==> config.mk <==
export PLATFORM = sky130hd
export DESIGN_NAME = iops_scanner
export DESIGN_NICKNAME = d
export VERILOG_FILES = /design/src/shared/iops_pkg.sv /design/src/core/iops_scanner.sv
export SDC_FILE = /design/constraint.sdc
export NUM_CORES = 1
export LEC_CHECK = 0
export BUFFER_PORTS_ARGS = -buffer_cell sky130_fd_sc_hd__buf_2
export CORE_UTILIZATION = 45
export DETAILED_ROUTE_END_ITERATION = 8
export GPL_ROUTABILITY_DRIVEN = 0
export PLACE_DENSITY = 0.73
export SKIP_LAST_GASP = 1
export SLEW_MARGIN = 40
export SYNTH_ARGS = -nofsm -noshare
export SYNTH_HDL_FRONTEND = slang
export SYNTH_SLANG_ARGS = --single-unit
==> constraint.sdc <==
create_clock -name core_clk -period 9.3 [get_ports core_clk]
set_input_delay 2.79 -clock core_clk [delete_from_list [all_inputs] [get_ports core_clk]]
set_output_delay 2.79 -clock core_clk [all_outputs]
set_load 0.1 [all_outputs]
==> src/shared/iops_pkg.sv <==
// constants and types shared by the i/o priority scanner
package iops_pkg;
    localparam int NCH = 16;                  // channels 0..17 octal
    localparam int CHW = 4;                   // channel number width
    localparam int DW  = 18;                  // data word width
    localparam int FNW = 4;                   // function code width
    localparam int AW  = FNW + CHW;           // control-memory address width

    // function codes, upper part of the control-memory address
    localparam logic [FNW-1:0] FN_RTC  = 4'h0;  // real-time clock update
    localparam logic [FNW-1:0] FN_EI   = 4'h1;  // external_interrupt request
    localparam logic [FNW-1:0] FN_EF   = 4'h2;  // ext_function request
    localparam logic [FNW-1:0] FN_OUT  = 4'h3;  // output data request
    localparam logic [FNW-1:0] FN_IN   = 4'h4;  // input data request
    localparam logic [FNW-1:0] FN_PFLT = 4'h5;  // program fault
    localparam logic [FNW-1:0] FN_RFLT = 4'h6;  // resume fault
    localparam logic [FNW-1:0] FN_RTCM = 4'h7;  // clock monitor
    localparam logic [FNW-1:0] FN_RTCO = 4'h8;  // clock overflow
    localparam logic [FNW-1:0] FN_SYNC = 4'h9;  // synchronizing interrupt
    localparam logic [FNW-1:0] FN_EIM  = 4'hA;  // external_interrupt monitor
    localparam logic [FNW-1:0] FN_EFM  = 4'hB;  // ext_function monitor
    localparam logic [FNW-1:0] FN_OM   = 4'hC;  // output monitor
    localparam logic [FNW-1:0] FN_IM   = 4'hD;  // input monitor

    // special interrupt input bit positions
    localparam int SP_PFLT = 0;
    localparam int SP_RFLT = 1;
    localparam int SP_RTCM = 2;
    localparam int SP_RTCO = 3;
    localparam int SP_SYNC = 4;
    localparam int NSP     = 5;

    // register byte offsets
    localparam logic [7:0] OFF_CTRL   = 8'h00;
    localparam logic [7:0] OFF_ACTIVE = 8'h04;
    localparam logic [7:0] OFF_STATUS = 8'h08;
    localparam logic [7:0] OFF_CLEAR  = 8'h0C;
    localparam logic [7:0] OFF_ENABLE = 8'h10;
    localparam logic [7:0] OFF_SCAN   = 8'h14;

    // control register fields
    localparam int CT_GEN_LOCK = 0;
    localparam int CT_EI_LOCK  = 1;
    localparam int CT_IC       = 2;
    localparam int CTW         = 3;

    // status / enable / clear fields
    localparam int ST_A_DONE = 0;             // first-tier event serviced
    localparam int ST_B_DONE = 1;             // second-tier event serviced
    localparam int ST_DROP   = 2;             // request refused while pending
    localparam int STW       = 3;

    localparam logic OUT_FIRST_RST = 1'b1;    // output outranks input after reset

    typedef enum logic [2:0] {
        ST_SCAN_A = 3'b001,
        ST_SCAN_B = 3'b010,
        ST_SERVE  = 3'b100
    } iops_state_e;
endpackage : iops_pkg

==> src/core/iops_scanner.sv <==
// i/o request and monitor latches with two-tier priority scanner
// Operation
// RULE_01: first tier ranks clock update, then interrupt, function, output/input.
// RULE_02: output and input ranks swap each time either is serviced.
// RULE_03: second tier ranks faults, clock, sync, then channel monitors, input last.
// RULE_04: first-tier channel events are scanned highest channel down to zero.
// RULE_05: channel number outranks event rank among channel events.
// RULE_06: only the best first-tier event is serviced, then scan restarts.
// RULE_07: second-tier monitor events are scanned highest channel down to zero.
// RULE_08: after the second tier, serviced or empty, scan restarts at first tier.
// RULE_09: data and function transfers need an active channel unless intercomputer.
// RULE_10: each channel latches four request kinds, one of each until serviced.
// RULE_11: each channel latches four monitor kinds until serviced.
// RULE_12: winning function and channel form the control-memory address.
// RULE_13: winner's eighteen-bit input word is gated in only after winning.
// RULE_14: acknowledges: input for interrupt or input, output, function.
// RULE_15: peripheral holds its input word until acknowledged.
// RULE_16: second tier is scanned only after a pass finds no first-tier event.
// RULE_17: general lockout holds all but program fault pending; the code holds second-tier events only, first-tier requests are still serviced.
// RULE_18: interrupt lockout keeps interrupt monitors out of the scan.
// RULE_19: sixteen channels; reset clears latches and restores output-first order.
`timescale 1ns/1ps
module iops_scanner
    import iops_pkg::*;
(
    input  wire logic              core_clk,
    input  wire logic              rstn,
    input  wire logic [7:0]        avs_address,
    input  wire logic              avs_read,
    input  wire logic              avs_write,
    input  wire logic [31:0]       avs_writedata,
    output logic      [31:0]       avs_readdata,
    output logic                   avs_waitrequest,
    input  wire logic [NCH-1:0]    external_interrupt_req,
    input  wire logic [NCH-1:0]    ext_function_req,
    input  wire logic [NCH-1:0]    out_req,
    input  wire logic [NCH-1:0]    in_req,
    input  wire logic [NCH*DW-1:0] in_word,
    input  wire logic [NCH-1:0]    mon_ei,
    input  wire logic [NCH-1:0]    mon_ef,
    input  wire logic [NCH-1:0]    mon_out,
    input  wire logic [NCH-1:0]    mon_in,
    input  wire logic [NSP-1:0]    special_event,
    input  wire logic              rtc_tick,
    output logic                   grant_valid,
    output logic      [AW-1:0]     grant_addr,
    output logic      [DW-1:0]     grant_word,
    output logic      [NCH-1:0]    ack_in,
    output logic      [NCH-1:0]    ack_out,
    output logic      [NCH-1:0]    ack_ef,
    output logic                   irq
);
    iops_state_e    state;
    logic [CTW-1:0] ctrl;
    logic [NCH-1:0] active;
    logic [STW-1:0] status, irq_en;
    logic           out_first;
    logic [NCH-1:0] ei_p, ef_p, out_p, in_p;      // latched requests
    logic [NCH-1:0] eim_p, efm_p, om_p, im_p;     // latched monitors
    logic [NSP-1:0] sp_p;
    logic           rtc_p;
    logic [NCH-1:0] s1 [4];
    logic [NCH-1:0] s2 [4];
    logic [NCH-1:0] s3 [4];
    logic [NCH-1:0] lvl [4];
    logic [NCH-1:0] rise [4];
    logic           a_hit, b_hit;
    logic [FNW-1:0] a_fn, b_fn, w_fn;
    logic [CHW-1:0] a_ch, b_ch, w_ch;
    logic           take;
    logic [NCH-1:0] ch_onehot, chan_ok;
    logic           gen_lock, ei_lock, ic_mode;
    logic           dropped;
    logic           bus_go;

    assign gen_lock = ctrl[CT_GEN_LOCK];
    assign ei_lock  = ctrl[CT_EI_LOCK];
    assign ic_mode  = ctrl[CT_IC];
    assign chan_ok  = active | {NCH{ic_mode}};   // RULE_09

    // request pins pass three flops; a rise counts once stages two and three agree
    always_ff @(posedge core_clk or negedge rstn) begin
        if (!rstn) begin
            for (int k = 0; k < 4; k++) begin
                s1[k]  <= '0;
                s2[k]  <= '0;
                s3[k]  <= '0;
                lvl[k] <= '0;
            end
        end else begin
            s1[0] <= external_interrupt_req;
            s1[1] <= ext_function_req;
            s1[2] <= out_req;
            s1[3] <= in_req;
            for (int k = 0; k < 4; k++) begin
                s2[k]  <= s1[k];
                s3[k]  <= s2[k];
                lvl[k] <= (s2[k] & s3[k]) | (lvl[k] & (s2[k] | s3[k]));
            end
        end
    end

    always_comb begin
        for (int k = 0; k < 4; k++) begin
            rise[k] = s2[k] & s3[k] & ~lvl[k];
        end
    end

    // first tier: later channels override earlier, so the highest channel wins
    always_comb begin
        a_hit = 1'b0;
        a_fn  = FN_RTC;
        a_ch  = '0;
        for (int i = 0; i < NCH; i++) begin                 // RULE_04
            if (ei_p[i] | (chan_ok[i] & (ef_p[i] | out_p[i] | in_p[i]))) begin  // RULE_05
                a_hit = 1'b1;
                a_ch  = CHW'(i);
                if (ei_p[i]) begin                          // RULE_01
                    a_fn = FN_EI;
                end else if (ef_p[i]) begin
                    a_fn = FN_EF;
                end else if (out_first) begin               // RULE_02
                    a_fn = out_p[i] ? FN_OUT : FN_IN;
                end else begin
                    a_fn = in_p[i] ? FN_IN : FN_OUT;
                end
            end
        end
        if (rtc_p) begin                                    // RULE_01
            a_hit = 1'b1;
            a_fn  = FN_RTC;
            a_ch  = '0;
        end
    end

    // second tier: lowest rank written first so higher ranks override it
    always_comb begin
        b_hit = 1'b0;
        b_fn  = FN_IM;
        b_ch  = '0;
        if (!gen_lock) begin                                // RULE_17
            for (int i = 0; i < NCH; i++) begin
                if (im_p[i]) begin                          // RULE_03
                    b_hit = 1'b1;
                    b_fn  = FN_IM;
                    b_ch  = CHW'(i);
                end
            end
            for (int i = 0; i < NCH; i++) begin             // RULE_07
                if ((eim_p[i] & ~ei_lock) | efm_p[i] | om_p[i]) begin   // RULE_18
                    b_hit = 1'b1;
                    b_ch  = CHW'(i);
                    if (eim_p[i] & ~ei_lock) begin
                        b_fn = FN_EIM;
                    end else if (efm_p[i]) begin
                        b_fn = FN_EFM;
                    end else begin
                        b_fn = FN_OM;
                    end
                end
            end
            if (sp_p[SP_SYNC] | sp_p[SP_RTCO] | sp_p[SP_RTCM] | sp_p[SP_RFLT]) begin
                b_hit = 1'b1;
                b_ch  = '0;
                if (sp_p[SP_RFLT]) begin                    // RULE_03
                    b_fn = FN_RFLT;
                end else if (sp_p[SP_RTCM]) begin
                    b_fn = FN_RTCM;
                end else if (sp_p[SP_RTCO]) begin
                    b_fn = FN_RTCO;
                end else begin
                    b_fn = FN_SYNC;
                end
            end
        end
        if (sp_p[SP_PFLT]) begin                            // program fault ignores lockout
            b_hit = 1'b1;
            b_fn  = FN_PFLT;
            b_ch  = '0;
        end
    end

    // the winner of the tier being scanned this cycle
    assign take      = (state == ST_SCAN_A) ? a_hit : ((state == ST_SCAN_B) & b_hit);
    assign w_fn      = (state == ST_SCAN_A) ? a_fn : b_fn;
    assign w_ch      = (state == ST_SCAN_A) ? a_ch : b_ch;
    assign ch_onehot = take ? (NCH'(1) << w_ch) : '0;

    // scan sequencer: one service per pass, always restarting at the first tier
    always_ff @(posedge core_clk or negedge rstn) begin
        if (!rstn) begin
            state <= ST_SCAN_A;
        end else begin
            case (state)
                ST_SCAN_A: state <= a_hit ? ST_SERVE : ST_SCAN_B;   // RULE_16
                ST_SCAN_B: state <= b_hit ? ST_SERVE : ST_SCAN_A;   // RULE_08
                ST_SERVE:  state <= ST_SCAN_A;                      // RULE_06
                default:   state <= ST_SCAN_A;
            endcase
        end
    end

    // request latches; a new rise in the clearing cycle is kept, a rise while pending is lost
    always_ff @(posedge core_clk or negedge rstn) begin
        if (!rstn) begin
            ei_p  <= '0;
            ef_p  <= '0;
            out_p <= '0;
            in_p  <= '0;
            rtc_p <= 1'b0;
        end else begin
            ei_p  <= (ei_p  & ~(ch_onehot & {NCH{w_fn == FN_EI}}))  | rise[0];  // RULE_10
            ef_p  <= (ef_p  & ~(ch_onehot & {NCH{w_fn == FN_EF}}))  | rise[1];
            out_p <= (out_p & ~(ch_onehot & {NCH{w_fn == FN_OUT}})) | rise[2];
            in_p  <= (in_p  & ~(ch_onehot & {NCH{w_fn == FN_IN}}))  | rise[3];
            rtc_p <= (rtc_p & ~(take & (w_fn == FN_RTC))) | rtc_tick;
        end
    end

    // monitor and special latches, held until the scanner services them
    always_ff @(posedge core_clk or negedge rstn) begin
        if (!rstn) begin
            eim_p <= '0;
            efm_p <= '0;
            om_p  <= '0;
            im_p  <= '0;
            sp_p  <= '0;
        end else begin
            eim_p <= (eim_p & ~(ch_onehot & {NCH{w_fn == FN_EIM}})) | mon_ei;   // RULE_11
            efm_p <= (efm_p & ~(ch_onehot & {NCH{w_fn == FN_EFM}})) | mon_ef;
            om_p  <= (om_p  & ~(ch_onehot & {NCH{w_fn == FN_OM}}))  | mon_out;
            im_p  <= (im_p  & ~(ch_onehot & {NCH{w_fn == FN_IM}}))  | mon_in;
            sp_p[SP_PFLT] <= (sp_p[SP_PFLT] & ~(take & (w_fn == FN_PFLT)))
                             | special_event[SP_PFLT];
            sp_p[SP_RFLT] <= (sp_p[SP_RFLT] & ~(take & (w_fn == FN_RFLT)))
                             | special_event[SP_RFLT];
            sp_p[SP_RTCM] <= (sp_p[SP_RTCM] & ~(take & (w_fn == FN_RTCM)))
                             | special_event[SP_RTCM];
            sp_p[SP_RTCO] <= (sp_p[SP_RTCO] & ~(take & (w_fn == FN_RTCO)))
                             | special_event[SP_RTCO];
            sp_p[SP_SYNC] <= (sp_p[SP_SYNC] & ~(take & (w_fn == FN_SYNC)))
                             | special_event[SP_SYNC];
        end
    end

    // output/input alternation flips on every service of either
    always_ff @(posedge core_clk or negedge rstn) begin
        if (!rstn) begin
            out_first <= OUT_FIRST_RST;                         // RULE_19
        end else if ((state == ST_SCAN_A) & a_hit & ((a_fn == FN_OUT) | (a_fn == FN_IN))) begin
            out_first <= ~out_first;                            // RULE_02
        end
    end

    // grant valid and acknowledges are one-cycle pulses in the serve state; address and gated word hold until replaced
    always_ff @(posedge core_clk or negedge rstn) begin
        if (!rstn) begin
            grant_valid <= 1'b0;
            grant_addr  <= '0;
            grant_word  <= '0;
            ack_in      <= '0;
            ack_out     <= '0;
            ack_ef      <= '0;
        end else begin
            grant_valid <= take;
            ack_in  <= ch_onehot & {NCH{(w_fn == FN_IN) | (w_fn == FN_EI)}};   // RULE_14
            ack_out <= ch_onehot & {NCH{w_fn == FN_OUT}};
            ack_ef  <= ch_onehot & {NCH{w_fn == FN_EF}};
            if (take) begin
                grant_addr <= {w_fn, w_ch};                     // RULE_12
            end
            // word pins are steady by now since the peripheral holds them until acknowledged
            if (take & ((w_fn == FN_IN) | (w_fn == FN_EI))) begin
                grant_word <= in_word[w_ch*DW +: DW];           // RULE_13 RULE_15
            end
        end
    end

    assign dropped = |((rise[0] & ei_p) | (rise[1] & ef_p) | (rise[2] & out_p) | (rise[3] & in_p));
    assign bus_go  = (avs_read | avs_write) & ~avs_waitrequest;

    // bus slave: answer one cycle after the request is seen, effect at the release edge
    always_ff @(posedge core_clk or negedge rstn) begin
        if (!rstn) begin
            avs_waitrequest <= 1'b1;
            avs_readdata    <= '0;
        end else begin
            avs_waitrequest <= ~((avs_read | avs_write) & avs_waitrequest);
            if (avs_read & avs_waitrequest) begin
                case (avs_address)
                    OFF_CTRL:   avs_readdata <= 32'(ctrl);
                    OFF_ACTIVE: avs_readdata <= 32'(active);
                    OFF_STATUS: avs_readdata <= 32'(status);
                    OFF_ENABLE: avs_readdata <= 32'(irq_en);
                    OFF_SCAN:   avs_readdata <= 32'({out_first, grant_addr});
                    default:    avs_readdata <= 32'h0000_0000;  // unmapped and clear read zero
                endcase
            end
        end
    end

    // software registers
    always_ff @(posedge core_clk or negedge rstn) begin
        if (!rstn) begin
            ctrl   <= '0;
            active <= '0;
            irq_en <= '0;
        end else if (bus_go & avs_write) begin
            case (avs_address)
                OFF_CTRL:   ctrl   <= avs_writedata[CTW-1:0];
                OFF_ACTIVE: active <= avs_writedata[NCH-1:0];
                OFF_ENABLE: irq_en <= avs_writedata[STW-1:0];
                default:    ;
            endcase
        end
    end

    // sticky status: a new event wins over a clear in the same cycle
    always_ff @(posedge core_clk or negedge rstn) begin
        if (!rstn) begin
            status <= '0;
            irq    <= 1'b0;
        end else begin
            status <= (status & ~((bus_go & avs_write & (avs_address == OFF_CLEAR))
                                  ? avs_writedata[STW-1:0] : '0))
                      | {dropped, (state == ST_SCAN_B) & b_hit, (state == ST_SCAN_A) & a_hit};
            irq    <= |(status & irq_en);
        end
    end
endmodule : iops_scanner

# Word-level counts from Yosys, hierarchy flattened
# Index checks and enable logic that the tools add are counted.
word_totals:
  register_bits: 528
  in_bits: 466
  output_inout_bits: 109
  word_cells: 559
classes:
  multipliers: 1
  eq_ne: 22
  n_shift: 2
  n_mux: 262
  bitwise: 224
  reduce_logical: 7
ops:
  columns: ["cell", "n"]
  rows:
  - ["AND 16 bit", 33]
  - ["two-way mux 4 bit", 88]
  - ["two-way mux 3 bit", 115]
  - ["OR 16 bit", 20]
  - ["variable part select 288 x 10 -> 18 bit", 1]
  - ["inverter 16 bit", 12]
  - ["OR 1 bit", 92]
  - ["case mux 16 bit (5 select lines)", 1]
  - ["two-way mux 1 bit", 56]
  - ["AND 1 bit", 53]
  - ["equality test 4 bit (second input constant)", 6]
  - ["equality test 4 x 3 -> 1 bit (second input constant)", 5]
  - ["equality test 8 x 4 -> 1 bit (second input constant)", 2]
  - ["equality test 8 x 5 -> 1 bit (second input constant)", 2]
  - ["two-way mux 16 bit", 1]
  - ["OR reduction 16 bit", 1]
  - ["left shift 1 x 4 -> 16 bit (first input constant)", 1]
  - ["equality test 4 x 2 -> 1 bit (second input constant)", 3]
  - ["inverter 1 bit", 10]
  - ["equality test 8 x 3 -> 1 bit (second input constant)", 1]
  - ["zero test 8 bit", 1]
  - ["multiplier 4 x 4 -> 8 bit (second input constant)", 1]
  - ["AND 3 bit", 2]
  - ["case mux 3 bit (2 select lines)", 1]
  - ["other kinds (8)", 10]

# Logic depth before layout (Yosys ltp)
logic_depth:
  word_depth: 42
  ltp_mapped: 16

# Worst setup path before layout
# Ideal clock, no wire load.
synth_path:
  kind: "input to register"
  start: "input avs_address[0]"
  end: "register active[10]"
  arrival_ps: 4775
  required_ps: 9175
  setup_slack_ps: 4400
  stages: 7
  path_buffers: 2
  cell_sequence: "or4_1 -> nor3_1 -> nand2_1 -> or3_1 -> clkbuf_1 -> clkbuf_1 -> mux2_2"
synth_via:
  elab_chain_cells: 2
synth_rtl:
  columns: ["item", "line_no", "text"]
  rows:
  - ["from (decl)", "iops_scanner.sv:28", "input wire logic [7:0] avs_address,"]
  - ["equality test 8 x 3 -> 1 bit", "iops_scanner.sv:309", "case (avs_address)"]
  - ["AND reduction 2 bit (no source line)", null, null]
  - ["to (signal assigned)", "iops_scanner.sv:311", "OFF_ACTIVE: active <= avs_writedata[NCH-1:0];"]
  - ["to (decl)", "iops_scanner.sv:55", "logic [NCH-1:0] active;"]
# Every way passes these cells.
# A chain may end at the register's enable or synchronous reset.

# Worst setup path in the final report
layout_path:
  start: "register ctrl[2]"
  end: "register grant_word[17]"
layout_via:
  elab_chain_cells: 24
layout_rtl:
  columns: ["item", "line_no", "text"]
  rows:
  - ["from (decl)", "iops_scanner.sv:54", "logic [CTW-1:0] ctrl;"]
  - ["from (signal assigned)", "iops_scanner.sv:310", "OFF_CTRL: ctrl <= avs_writedata[CTW-1:0];"]
  - ["OR 16 bit (*)", "iops_scanner.sv:79", "assign chan_ok = active | {NCH{ic_mode}};"]
  - ["parallel branches: the longest is 23 deep, another holds two-way mux 4 bit", null, null]
  - ["to (signal assigned)", "iops_scanner.sv:274", "grant_word <= in_word[w_ch*DW +: DW];"]
  - ["to (decl)", "iops_scanner.sv:47", "output logic [DW-1:0] grant_word,"]
# Mark *: on every way between the ends.

==> impl_metrics.yaml <==
status:
  status: "completed"
setup_path:
  criticalPathCategory: "flop to flop"
  path_common_cell: "buf_4"
  cp-end-kind: "flop"
  critPathLaunchType: "flop"
  crit_arrival_ns: 5.59
  path_cells: "buf_4, o32a_1, nor4_1, nand3_1, o22ai_4, buf_4, a21o_4, buf_12, buf_4, a2111oi_0, o31ai_1, a21oi_1, o31ai_1"
  crit_required_ns: 9.82
  rrSetupSlack_ns: 4.24
  cpMaxStageDelayCell: "o31ai_1"
  path_max_fanout: 61
  slowest_delay_ns: 0.80
layout:
  area_growth_pct: 23.3
  fin_nets: 3227
  drive_gt1_share_pct: 28.4
timing:
  min_period_ns: 5.06
  setup-tns-final_ns: 0
  relSlewSlack_pct: 35.1
  fmax_ghz: 0.198
  setup_viol: 0
  rsz0062_at_grt: "false"
  worst_slew_pin_slew_ns: 0.949
  period_share_pct: 54.4
  clock_skew_ns: 0.0157
  finalMaxSlewViolations: 0
  whs_ns: 0.342
  hold_viol_final: 0
floorplan:
  die_area_um2: 53500
  ios: 575
  fp-row-count: 83
  die_h_um: 231
  die_w_um: 231
  initial_core_util_pct: 45.8
  core-area_um2: 51600
worst_hold_path:
  hold_class: "flop to flop"
clocking:
  clock-root-buffer: "clkbuf_16"
  clk_latency_ns: 0.62
  postCtsHoldBufs: 0
  path_clk_slew_ns: 0.06
  clockBufferDepth: 3
  cts-buffers-inserted: 53
  cts_tree: "yes"
  cts_resized: 0
  cts-htree-levels: 2
  clock-sinks: 512
  postCtsSetupBuffers: 0
routing:
  num_vias: 22200
  routed_wl_um: 96100
  route.detailed.drc: 0
  vias_per_cell: 6.35
  first_iter_violations: 3336
  avgRoutedWirePerCell_um: 27.5
  postRouteAntennaNets: 0
  dr.pass1.iters: 7
synth:
  synth_edf_count: 0
  synth.yosys.seq_area_share_pct: 54.2
  yosys.area.top_type: "dfrtp_1"
  yosys_warnings: 0
  synth.top_cells.by_count: "dfrtp_1, nand2_1, nor2_1"
  avgSynthCellArea_um2: 10.5
  ys_types: 91
  yosysMostFrequentCell: "dfrtp_1"
  yosys.area.top_type_share_pct: 53.9
  async_flop_share_pct: 100
  synth_flop_cell: "dfrtp_1"
  synth-seq-cells: 512
  synthCells: 2245
  syn_area_um2: 23600
  synth_area_leaders: "dfrtp_1, nand2_1, o21ai_0"
power:
  power.density_nw_per_um2: 190
  ir_drop_mv: 0.131
  p_leak_nw: 12.8
placed_design:
  dp_hpwl_um: 73200
  port_buffers: 542
job:
  drv_cap: 0
global_routing:
  grt-ovfl-total: 0
  grt_pass1_vias: 20800
  antenna_found_initial: 12
  grt_usage_pct: 35.3
  grt_pass1_wl_um: 137000
  grt_max_degree: 175
[cell type report]
type                    instances  area, µm²
repair buffers                580       3110
flip-flops and latches        512      12800
multi-input cells            1511      10000
inverters                     103        387
diodes                         10       25.0
clock inverters                32        465
clock buffers                  68       1480
well taps                     680        851
fillers                      4331      22500
[final timing paths]
path | startpoint | cells past startpoint | to
worst max-delay path | ctrl[2] | 13 | grant_word[17]
worst min-delay path | s1[50] | 0 | s2[50]
worst max register to register | ctrl[2] | 13 | grant_word[17]
worst min register to register | s1[50] | 0 | s2[50]
max in group asynchronous | rstn | 4 | ctrl[1]
min in group asynchronous | rstn | 1 | ack_out[2]
[state kept, by name, summed over array words and instances, names as in the netlist, 8 cells and up]
name / flops
lvl: 64
active: 16
im_p: 16
grant_word: 18
ef_p: 16
s1: 64
out_p: 16
ack_in: 16
efm_p: 16
grant_addr: 8
ack_ef: 16
s3: 64
eim_p: 16
om_p: 16
avs_readdata: 16
in_p: 16
s2: 64
ack_out: 16
ei_p: 16
[worst max-delay path, delay by kind of cell (launching register included)]
kind | cells | cell delay, ns
AND/OR/NAND/NOR | 2 | 0.67
AO/OA/AOI/OAI | 7 | 2.25
buffers and inverters | 4 | 1.57
flip-flops | 1 | 0.37
[kinds of logic (layout without fill, tap and decap cells)]
logic type      after synthesis  in the layout  share of synthesized area [%]
compound gates              639            639                           19.5
xor+xnor                      1              1                         0.0370
fa+ha+maj                    64             64                           2.71
buf+inv                     237            783                           4.37
flops                       512            512                           54.2
mux                          74             74                           4.46
other cells                   1             26                         0.0159
simple gates                717            717                           14.7
[layer usage]
| layer | global-route usage [%] | vias up | share of wire [%] | routed length [µm] |
|---|---|---|---|---|
| li1 | - | 9311 | - | - |
| met1 | 47.8 | 10800 | 38 | 36200 |
| met2 | 49.0 | 1743 | 41 | 39400 |
| met3 | 13.9 | 342 | 15 | 14600 |
| met4 | 17.2 | 12 | 6.0 | 5780 |
| met5 | 1.75 | - | 0.19 | 184 |
[placed cells by master (no fill, tap or decap), types with 49 or more instances in the layout]
master,synthesis,routed
o21ai_0,136,133
inv_1,103,103
buf_2,31,541
nor2_1,170,168
nand3_1,70,70
clkbuf_16,0,54
a21oi_1,53,51
nand2b_1,49,49
a211oi_1,67,64
maj3_1,64,64
a21o_1,69,68
dfrtp_1,509,508
nand2_1,231,231
[where the power goes]
part           internal (mW)  switching, mW  leakage (nW)
Sequential              2.33         0.0913          5.80
Combinational          0.227          0.540          6.10
Clock                   1.42          0.928         0.957
Total                   3.97           1.56          12.8
[through the flow]
step	worst slack, ns	area, µm²	total power [mW]	util, %	std cells
3_5_place_dp	3.99	27100	3.20	52.4	3381
3_3_place_gp	4.10	27000	3.17	52.3	3379
2_1_floorplan	4.40	23700	2.87	-	2260
5_1_grt	4.18	29100	5.69	56.4	3488
6_report	4.24	29200	5.53	56.5	3496
4_1_cts	4.33	29000	5.53	56.2	3481
Note: power is estimated with default switching activity, not from simulation.
